==> config.mk <==
export PLATFORM = sky130hd
export DESIGN_NAME = dgc_global_control
export DESIGN_NICKNAME = d
export VERILOG_FILES = /design/src/rtl/dgc_pkg.sv /design/src/rtl/dgc_global_control.sv
export SDC_FILE = /design/constraint.sdc
export NUM_CORES = 1
export LEC_CHECK = 0
export ABC_AREA = 1
export BUFFER_PORTS_ARGS = -buffer_cell sky130_fd_sc_hd__clkbuf_2
export CAP_MARGIN = 5
export CORE_MARGIN = 4
export CORE_UTILIZATION = 48
export DETAILED_ROUTE_END_ITERATION = 12
export PLACE_DENSITY = 0.78
export SLEW_MARGIN = 10
export SYNTH_ARGS = -nofsm -noshare
export SYNTH_HDL_FRONTEND = slang
export SYNTH_SLANG_ARGS = --single-unit
==> constraint.sdc <==
create_clock -name clk_sys -period 3.5 [get_ports clk_sys]
set_clock_uncertainty 0.2 [all_clocks]
set_input_delay 0.175 -clock clk_sys [delete_from_list [all_inputs] [get_ports clk_sys]]
set_output_delay 0.175 -clock clk_sys [all_outputs]
set_load 0.02 [all_outputs]
==> src/rtl/dgc_pkg.sv <==
package dgc_pkg;

  localparam int          DGC_CHANNELS     = 4;
  localparam int          DGC_ADDR_W       = 4;
  localparam int          DGC_DATA_W       = 32;

  // register byte addresses
  localparam logic [3:0]  DGC_OPCTL_ADDR   = 4'h0;
  localparam logic [3:0]  DGC_CHCTL_ADDR   = 4'h4;

  // operation control fields
  localparam int          DGC_ENABLE_BIT   = 0;
  localparam int          DGC_NMI_BIT      = 1;
  localparam int          DGC_ADDRERR_BIT  = 2;
  localparam int          DGC_PRIO_LO_BIT  = 8;
  localparam int          DGC_PRIO_HI_BIT  = 9;
  localparam logic [15:0] DGC_OPCTL_RESET  = 16'h0000;
  localparam logic [1:0]  DGC_PRIO_RESET   = 2'h0;

  // channel control: enable bits in [3:0], transfer end flags read in [11:8]
  localparam int          DGC_TEND_LSB     = 8;
  localparam logic [3:0]  DGC_CHEN_RESET   = 4'h0;

  typedef enum logic [3:0] {
    DGC_PRIO_FIXED  = 4'b0001,
    DGC_PRIO_ALT_A  = 4'b0010,
    DGC_PRIO_ALT_B  = 4'b0100,
    DGC_PRIO_ROUND  = 4'b1000
  } dgc_prio_t;

  typedef struct packed {
    logic [3:0] request;
    logic [3:0] transferEnd;
    logic       nmiEvent;
    logic       addrErrEvent;
    logic       transferActive;
  } dgc_evt_t;

  typedef struct packed {
    logic [3:0] grant;
    logic [3:0] channelAllowed;
    logic       suspendAll;
  } dgc_ctl_t;

endpackage : dgc_pkg

==> src/rtl/dgc_global_control.sv <==
// Contract
// - codes 01, 10 give orders 0,2,3,1 and 2,0,1,3; 11 is round robin
// - code 00 gives fixed order 0,1,2,3
// - bits 7 to 3 read as zero; software writes zero there
// - own address errors set the address error flag, bit 2
// - address error flag high blocks and suspends every channel
// - writing 1 to address error flag ignored; clear by 0 after reading 1
// - nmi input sets nmi flag, bit 1, whether operating or suspended
// - nmi flag high prohibits and suspends every channel
// - writing 1 to nmi flag ignored; clear by 0 after reading 1
// - channel enabled only with master enable and its channel enable set
// - clearing master enable mid transfer suspends all channels
// - transfer end, channel enable low, nmi or address error block channel
`timescale 1ns/1ps
`default_nettype none

module dgc_global_control
  import dgc_pkg::*;
(
  // clock and reset
  input  wire  logic                      clk_sys,
  input  wire  logic                      reset_n,
  // wishbone slave
  input  wire  logic                      wb_cyc_i,
  input  wire  logic                      wb_stb_i,
  input  wire  logic                      wb_we_i,
  input  wire  logic [dgc_pkg::DGC_ADDR_W-1:0] wb_adr_i,
  input  wire  logic [3:0]                wb_sel_i,
  input  wire  logic [dgc_pkg::DGC_DATA_W-1:0] wb_dat_i,
  output var   logic [dgc_pkg::DGC_DATA_W-1:0] wb_dat_o,
  output var   logic                      wb_ack_o,
  output var   logic                      wb_err_o,
  // channel side
  input  wire  dgc_pkg::dgc_evt_t         evtIn,
  input  wire  logic                      nmiPin,
  output var   dgc_pkg::dgc_ctl_t         ctlOut
);
  import dgc_pkg::*;

  logic        nmiSync1_q;
  logic        nmiSync2_q;
  logic        nmiSync3_q;
  logic        masterEnable_q;
  logic        nmiFlag_q;
  logic        addrErrFlag_q;
  logic [1:0]  prioSel_q;
  logic [3:0]  chanEnable_q;
  logic        nmiSeen_q;
  logic        addrErrSeen_q;
  logic [3:0]  rrOrder_q [DGC_CHANNELS];
  logic [3:0]  grant_d;
  logic [3:0]  allowed_d;
  logic [3:0]  eligible;
  dgc_prio_t   prioMode;
  logic        nmiEdge;
  logic        reqValid;
  logic        opSel;
  logic        chSel;
  logic        wrLow;
  logic        wrHigh;
  logic [15:0] opRead;
  logic [1:0]  rrHit;

  assign reqValid = wb_cyc_i && wb_stb_i && !wb_ack_o && !wb_err_o;
  assign opSel    = reqValid && (wb_adr_i == DGC_OPCTL_ADDR);
  assign chSel    = reqValid && (wb_adr_i == DGC_CHCTL_ADDR);
  assign wrLow    = wb_we_i && wb_sel_i[0];
  assign wrHigh   = wb_we_i && wb_sel_i[1];
  assign nmiEdge  = nmiSync2_q && !nmiSync3_q;

  // nmi pin synchroniser and edge
  always_ff @(posedge clk_sys or negedge reset_n) begin
    if (!reset_n) begin
      nmiSync1_q <= 1'b0;
      nmiSync2_q <= 1'b0;
      nmiSync3_q <= 1'b0;
    end else begin
      nmiSync1_q <= nmiPin;
      nmiSync2_q <= nmiSync1_q;
      nmiSync3_q <= nmiSync2_q;
    end
  end

  // enable, priority and channel enables
  always_ff @(posedge clk_sys or negedge reset_n) begin
    if (!reset_n) begin
      masterEnable_q <= DGC_OPCTL_RESET[DGC_ENABLE_BIT];
      prioSel_q      <= DGC_PRIO_RESET;
      chanEnable_q   <= DGC_CHEN_RESET;
    end else begin
      if (opSel && wrLow) begin
        masterEnable_q <= wb_dat_i[DGC_ENABLE_BIT];
      end
      if (opSel && wrHigh) begin
        prioSel_q <= wb_dat_i[DGC_PRIO_HI_BIT:DGC_PRIO_LO_BIT];
      end
      if (chSel && wrLow) begin
        chanEnable_q <= wb_dat_i[3:0];
      end
    end
  end

  // read-one arming for the sticky clear
  always_ff @(posedge clk_sys or negedge reset_n) begin
    if (!reset_n) begin
      nmiSeen_q     <= 1'b0;
      addrErrSeen_q <= 1'b0;
    end else if (opSel) begin
      if (!wb_we_i) begin
        nmiSeen_q     <= nmiFlag_q;
        addrErrSeen_q <= addrErrFlag_q;
      end else if (wrLow) begin
        nmiSeen_q     <= 1'b0;
        addrErrSeen_q <= 1'b0;
      end
    end
  end

  // sticky flags, set wins over clear
  always_ff @(posedge clk_sys or negedge reset_n) begin
    if (!reset_n) begin
      nmiFlag_q     <= DGC_OPCTL_RESET[DGC_NMI_BIT];
      addrErrFlag_q <= DGC_OPCTL_RESET[DGC_ADDRERR_BIT];
    end else begin
      if (nmiEdge) begin
        nmiFlag_q <= 1'b1;
      end else if (opSel && wrLow && nmiSeen_q && !wb_dat_i[DGC_NMI_BIT]) begin
        nmiFlag_q <= 1'b0;
      end
      if (evtIn.addrErrEvent) begin
        addrErrFlag_q <= 1'b1;
      end else if (opSel && wrLow && addrErrSeen_q && !wb_dat_i[DGC_ADDRERR_BIT]) begin
        addrErrFlag_q <= 1'b0;
      end
    end
  end

  // per channel enable gating
  always_comb begin
    for (int i = 0; i < DGC_CHANNELS; i++) begin
      allowed_d[i] = masterEnable_q && chanEnable_q[i] && !evtIn.transferEnd[i]
                     && !nmiFlag_q && !addrErrFlag_q;
    end
    eligible = allowed_d & evtIn.request;
  end

  always_comb begin
    unique case (prioSel_q)
      2'h0:    prioMode = DGC_PRIO_FIXED;
      2'h1:    prioMode = DGC_PRIO_ALT_A;
      2'h2:    prioMode = DGC_PRIO_ALT_B;
      default: prioMode = DGC_PRIO_ROUND;
    endcase
  end

  // arbitration
  always_comb begin
    grant_d = 4'h0;
    rrHit   = 2'h0;
    unique case (prioMode)
      DGC_PRIO_FIXED: begin
        if (eligible[0])      grant_d = 4'h1;
        else if (eligible[1]) grant_d = 4'h2;
        else if (eligible[2]) grant_d = 4'h4;
        else if (eligible[3]) grant_d = 4'h8;
      end
      DGC_PRIO_ALT_A: begin
        if (eligible[0])      grant_d = 4'h1;
        else if (eligible[2]) grant_d = 4'h4;
        else if (eligible[3]) grant_d = 4'h8;
        else if (eligible[1]) grant_d = 4'h2;
      end
      DGC_PRIO_ALT_B: begin
        if (eligible[2])      grant_d = 4'h4;
        else if (eligible[0]) grant_d = 4'h1;
        else if (eligible[1]) grant_d = 4'h2;
        else if (eligible[3]) grant_d = 4'h8;
      end
      DGC_PRIO_ROUND: begin
        for (int k = DGC_CHANNELS - 1; k >= 0; k--) begin
          if ((eligible & rrOrder_q[k]) != 4'h0) begin
            grant_d = rrOrder_q[k];
            rrHit   = 2'(k);
          end
        end
      end
    endcase
  end

  // round robin order, slot 0 highest
  always_ff @(posedge clk_sys or negedge reset_n) begin
    if (!reset_n) begin
      rrOrder_q[0] <= 4'h1;
      rrOrder_q[1] <= 4'h2;
      rrOrder_q[2] <= 4'h4;
      rrOrder_q[3] <= 4'h8;
    end else if (prioMode == DGC_PRIO_ROUND && grant_d != 4'h0) begin
      for (int k = 0; k < DGC_CHANNELS; k++) begin
        if (k >= int'(rrHit) && k < DGC_CHANNELS - 1) begin
          rrOrder_q[k] <= rrOrder_q[k + 1];
        end
      end
      rrOrder_q[DGC_CHANNELS - 1] <= grant_d;
    end
  end

  // control outputs
  always_ff @(posedge clk_sys or negedge reset_n) begin
    if (!reset_n) begin
      ctlOut <= '0;
    end else begin
      ctlOut.grant          <= grant_d;
      ctlOut.channelAllowed <= allowed_d;
      ctlOut.suspendAll     <= evtIn.transferActive
                               && (!masterEnable_q || nmiFlag_q || addrErrFlag_q);
    end
  end

  always_comb begin
    opRead                                   = 16'h0000;
    opRead[DGC_PRIO_HI_BIT:DGC_PRIO_LO_BIT]  = prioSel_q;
    opRead[DGC_ADDRERR_BIT]                  = addrErrFlag_q;
    opRead[DGC_NMI_BIT]                      = nmiFlag_q;
    opRead[DGC_ENABLE_BIT]                   = masterEnable_q;
  end

  // wishbone answer, one cycle after request
  always_ff @(posedge clk_sys or negedge reset_n) begin
    if (!reset_n) begin
      wb_ack_o <= 1'b0;
      wb_err_o <= 1'b0;
      wb_dat_o <= '0;
    end else begin
      wb_ack_o <= opSel || chSel;
      wb_err_o <= reqValid && !opSel && !chSel;
      if (opSel && !wb_we_i) begin
        wb_dat_o <= {16'h0000, opRead};
      end else if (chSel && !wb_we_i) begin
        wb_dat_o <= {20'h00000, evtIn.transferEnd, 4'h0, chanEnable_q};
      end else begin
        wb_dat_o <= '0;
      end
    end
  end

endmodule : dgc_global_control

`default_nettype wire

==> impl_metrics.env <==
export IMPL_outcome="completed"
export IMPL_path_delay_family="buffers and inverters"
export IMPL_dp_hpwl_um=4423
export IMPL_synth_compound_area_share_pct=5.263
export IMPL_power_mw=1.081
export IMPL_reg2reg_to="rrOrder_q[3]$_DFFE_PN1P_"
export IMPL_critPathLaunch="wb_adr_i[0]"
export IMPL_syn_area_mm2=0.002663
export IMPL_fin_area_mm2=0.003146
export IMPL_r2r_start="addrErrFlag_q$_DFFE_PN0P_"
export IMPL_synth_top_area_share_pct=42.29
export IMPL_core_area_mm2=0.005238
export IMPL_tritoncts="yes"
export IMPL_areaGrowthSynthToFinish_pct=18.14
export IMPL_synth_seq_cells=49
export IMPL_place_area_mm2=0.002860
export IMPL_tns_ns=0
export IMPL_die_area_mm2=0.006803
export IMPL_clk_pin_slew_worst_paths_ns=0.09
export IMPL_viasPerCell=5.095
export IMPL_arrival_ns=2.92
export IMPL_ios=100
export IMPL_synthAdderAreaFrac_pct=0
export IMPL_ys_seq_area_share_pct=46.24
export IMPL_finalCriticalPeriod_ns=2.927
export IMPL_dr_pass1_iters=5
export IMPL_start_util_pct=50.84
export IMPL_fmax_mhz=341.6
export IMPL_nets=449
export IMPL_share_comb_of_total_power_pct=10.4
export IMPL_crit_path_max_fanout=3
export IMPL_switchingPower_mw=0.2785
export IMPL_powerDensity_mw_per_mm2=343.5
export IMPL_syn_avg_cell_area_um2=8.192
export IMPL_rrSetupSlack_ns=0.69
export IMPL_drv_cap=0
export IMPL_p_int_mw=0.8020
export IMPL_hold_path_class="input port to flop"
export IMPL_worstMarginPinSlew_ns=0.6802
export IMPL_wirelength_um=6327
export IMPL_die_height_um=82.48
export IMPL_clock_sinks=49
export IMPL_drive_gt1_share_pct=22.14
export IMPL_grt_remaining_overflow=0
export IMPL_ant_nets=0
export IMPL_cts_root_buf="clkbuf_8"
export IMPL_synth_xor_area_share_pct=0
export IMPL_rows=26
export IMPL_place_congestion=0.9272
export IMPL_synth_top_area_cell="dfrtp_1"
export IMPL_ir_drop_v=0.0002574
export IMPL_nFillCells=446
export IMPL_crit_cells=10
export IMPL_port_buffers=46
export IMPL_cts_made_buffers=5
export IMPL_p_seq_share_pct=54.8
export IMPL_endpoint="addrErrFlag_q$_DFFE_PN0P_"
export IMPL_max_slew_margin_pct=53.94
export IMPL_first_iter_violations=140
export IMPL_clk_latency_ns=0.31
export IMPL_vias=2359
export IMPL_period_share_pct=83.63
export IMPL_synth_top_family_by_area="simple AND/OR/NAND/NOR gates"
export IMPL_clockPowerShare_pct=34.7
export IMPL_grt_first_pass_wirelength_um=10520
export IMPL_grtUsageTotal_pct=20.64
export IMPL_cp_slowest_cell="dlygate4sd3_1"
export IMPL_synth_simple_area_share_pct=33.83
export IMPL_rsz0062_at_grt="no"
export IMPL_p_leak_nw=1.697
export IMPL_critPathRequiredTime_ns=3.49
export IMPL_crit_chain="dlygate4sd3_1 -> clkbuf_2 -> nor2_1 -> dlygate4sd3_1 -> nand2_1 -> nor3_1 -> nand2_1 -> nor2_1 -> o21bai_1 -> dlygate4sd3_1"
export IMPL_ys_warn_count=0
export IMPL_wl_per_cell_um=13.67
export IMPL_fin_util_pct=60.06
export IMPL_hold_viol=0
export IMPL_yosys_top_cells_area="dfrtp_1 (42%), nand2_1 (11%), buf_4 (7.0%)"
export IMPL_critPathMaxStageDelay_ns=0.58
export IMPL_r2r_cells=17
export IMPL_switching_share_pct=25.77
export IMPL_chipWidth_um=82.48
export IMPL_drc=0
export IMPL_synth_mux_area_share_pct=1.269
export IMPL_worstSetupPathType="input port to flop"
export IMPL_setup_viol_count_final=0
export IMPL_ys_types=33
export IMPL_clock_path_buffers=2
export IMPL_crit_path_start_kind="input port"
export IMPL_antenna_cells=0
export IMPL_end_kind="flop"
export IMPL_synthCells=325
export IMPL_htree_levels=2
export IMPL_grt_max_degree=31
export IMPL_whs_ns=0.01880
export IMPL_worst_path_most_repeated_cell="dlygate4sd3_1"
export IMPL_drv_slew=0
export IMPL_antenna_found_initial=0
export IMPL_path_buf_inv=4
export IMPL_grt_pass1_vias=2250
export IMPL_postCtsResizedCells=0
-- routing by layer --
| layer | vias to the layer above | GRT usage [%] | part of all wire (%) |
|---|---|---|---|
| li1 | 1139 | - | - |
| met1 | 1089 | 26.74 | 41 |
| met2 | 120 | 33.49 | 49 |
| met3 | 11 | 4.664 | 8.7 |
| met4 | 0 | 7.973 | 1.8 |
| met5 | - | 0 | 0 |
-- stage by stage --
stage,std cells,worst slack (ns)
after floorplan,348,1.251
after global placement,437,0.8346
after detailed placement,437,0.7649
after CTS,463,0.7078
after global routing,463,0.4092
final,463,0.5729
-- worst reg2reg max path: cells and delay by family (launching register included) --
| kind | cells | cell delay [ns] |
|---|---|---|
| flops | 1 | 0.40 |
| simple gates | 16 | 2.06 |
| buf+inv | 1 | 0.11 |
-- area by class of cell --
| class | count | area, um2 | share of cell area [%] |
|---|---|---|---|
| Sequential cell | 49 | 1231 | 39.14 |
| Tap cell | 70 | 87.58 | 2.784 |
| Multi-Input combinational cell | 234 | 1165 | 37.03 |
| Inverter | 37 | 138.9 | 4.415 |
| Timing Repair Buffer | 65 | 417.9 | 13.29 |
| Clock buffer | 7 | 96.34 | 3.063 |
| Clock inverter | 1 | 8.758 | 0.2784 |
-- placed cells by master, fill, tap and decap left out, types with 4 or more instances in the layout --
| master | n |
|---|---|
| conb_1 | 24 |
| nand2_1 | 78 |
| nand2_2 | 6 |
| nor2_1 | 34 |
| o22ai_1 | 4 |
| clkbuf_8 | 7 |
| nor3_1 | 5 |
| nand3_2 | 6 |
| dfrtp_1 | 45 |
| o21ai_0 | 10 |
| nand4_1 | 23 |
| clkbuf_2 | 46 |
| nand3_1 | 17 |
| dfstp_2 | 4 |
| a21oi_1 | 4 |
| inv_1 | 33 |
| dlygate4sd3_1 | 18 |
-- synth_stat cells --
| cell type | number |
|---|---|
| o21a_1 | 1 |
| a311oi_1 | 1 |
| inv_1 | 33 |
| inv_2 | 3 |
| or2_0 | 3 |
| nor2_4 | 3 |
| buf_4 | 25 |
| o311ai_1 | 1 |
| nor3_1 | 5 |
| nand2_2 | 6 |
| mux2_2 | 3 |
| nand3_2 | 6 |
| nor2_2 | 3 |
| o21bai_1 | 1 |
| o22ai_2 | 1 |
| clkinv_1 | 1 |
| nor2_1 | 34 |
| nand4_1 | 23 |
| nand3_1 | 17 |
| a21oi_1 | 4 |
| dfstp_2 | 4 |
| dfrtp_1 | 45 |
| or2_1 | 1 |
| nand3_4 | 1 |
| conb_1 | 1 |
| and3_1 | 2 |
| clkbuf_1 | 1 |
| nand2_1 | 78 |
| nand2_4 | 1 |
| buf_6 | 2 |
| nor3_2 | 1 |
| o22ai_1 | 4 |
| o21ai_0 | 10 |
-- worst min path at each step --
stage                                      to  slack, ns         from  cells after the start
finish                  wb_dat_o[0]$_DFF_PN0_       0.02  wb_adr_i[2]                      4
global route            wb_dat_o[0]$_DFF_PN0_       0.05  wb_adr_i[2]                      4
CTS                     wb_dat_o[0]$_DFF_PN0_       0.01  wb_adr_i[2]                      4
detailed placement       nmiSync1_q$_DFF_PN0_      -0.03      reset_n                      1
global placement         nmiSync1_q$_DFF_PN0_      -0.04      reset_n                      1
floorplan           addrErrFlag_q$_DFFE_PN0P_      -0.32      reset_n                      0
-- kinds of logic (layout without fill, tap and decap cells) --
| group | count (synthesis) | count (layout) |
|---|---|---|
| AOI/OAI and AO/OA | 23 | 23 |
| buffers and inverters | 65 | 110 |
| DFF | 49 | 49 |
| muxes | 3 | 3 |
| other | 1 | 24 |
| and+or+nand+nor | 184 | 184 |
-- power by group through the flow --
stage               registers (mW)  clock network (mW)  logic [mW]
floorplan                    0.603                   0      0.0738
global placement             0.603                   0      0.0931
detailed placement           0.603                   0      0.0956
CTS                          0.592               0.384       0.111
global route                 0.595               0.407       0.127
finish                       0.593               0.375       0.113
-- flip-flops by register name, summed over array words and instances (netlist names) --
signal / flops
chanEnable_q: 4
rrOrder_q: 16
ctlOut: 9
nmiSync1_q: 1
wb_dat_o: 8
nmiSeen_q: 1
wb_ack_o: 1
nmiSync2_q: 1
prioSel_q: 2
addrErrSeen_q: 1
nmiFlag_q: 1
masterEnable_q: 1
nmiSync3_q: 1
addrErrFlag_q: 1
wb_err_o: 1
-- timing repair --
item / CTS / global route
hold buffers: 18 / 0
buffers inserted: 0 / 0
endpoints found under the hold margin: 39 / 0
Power figures use the tool's default switching activity.
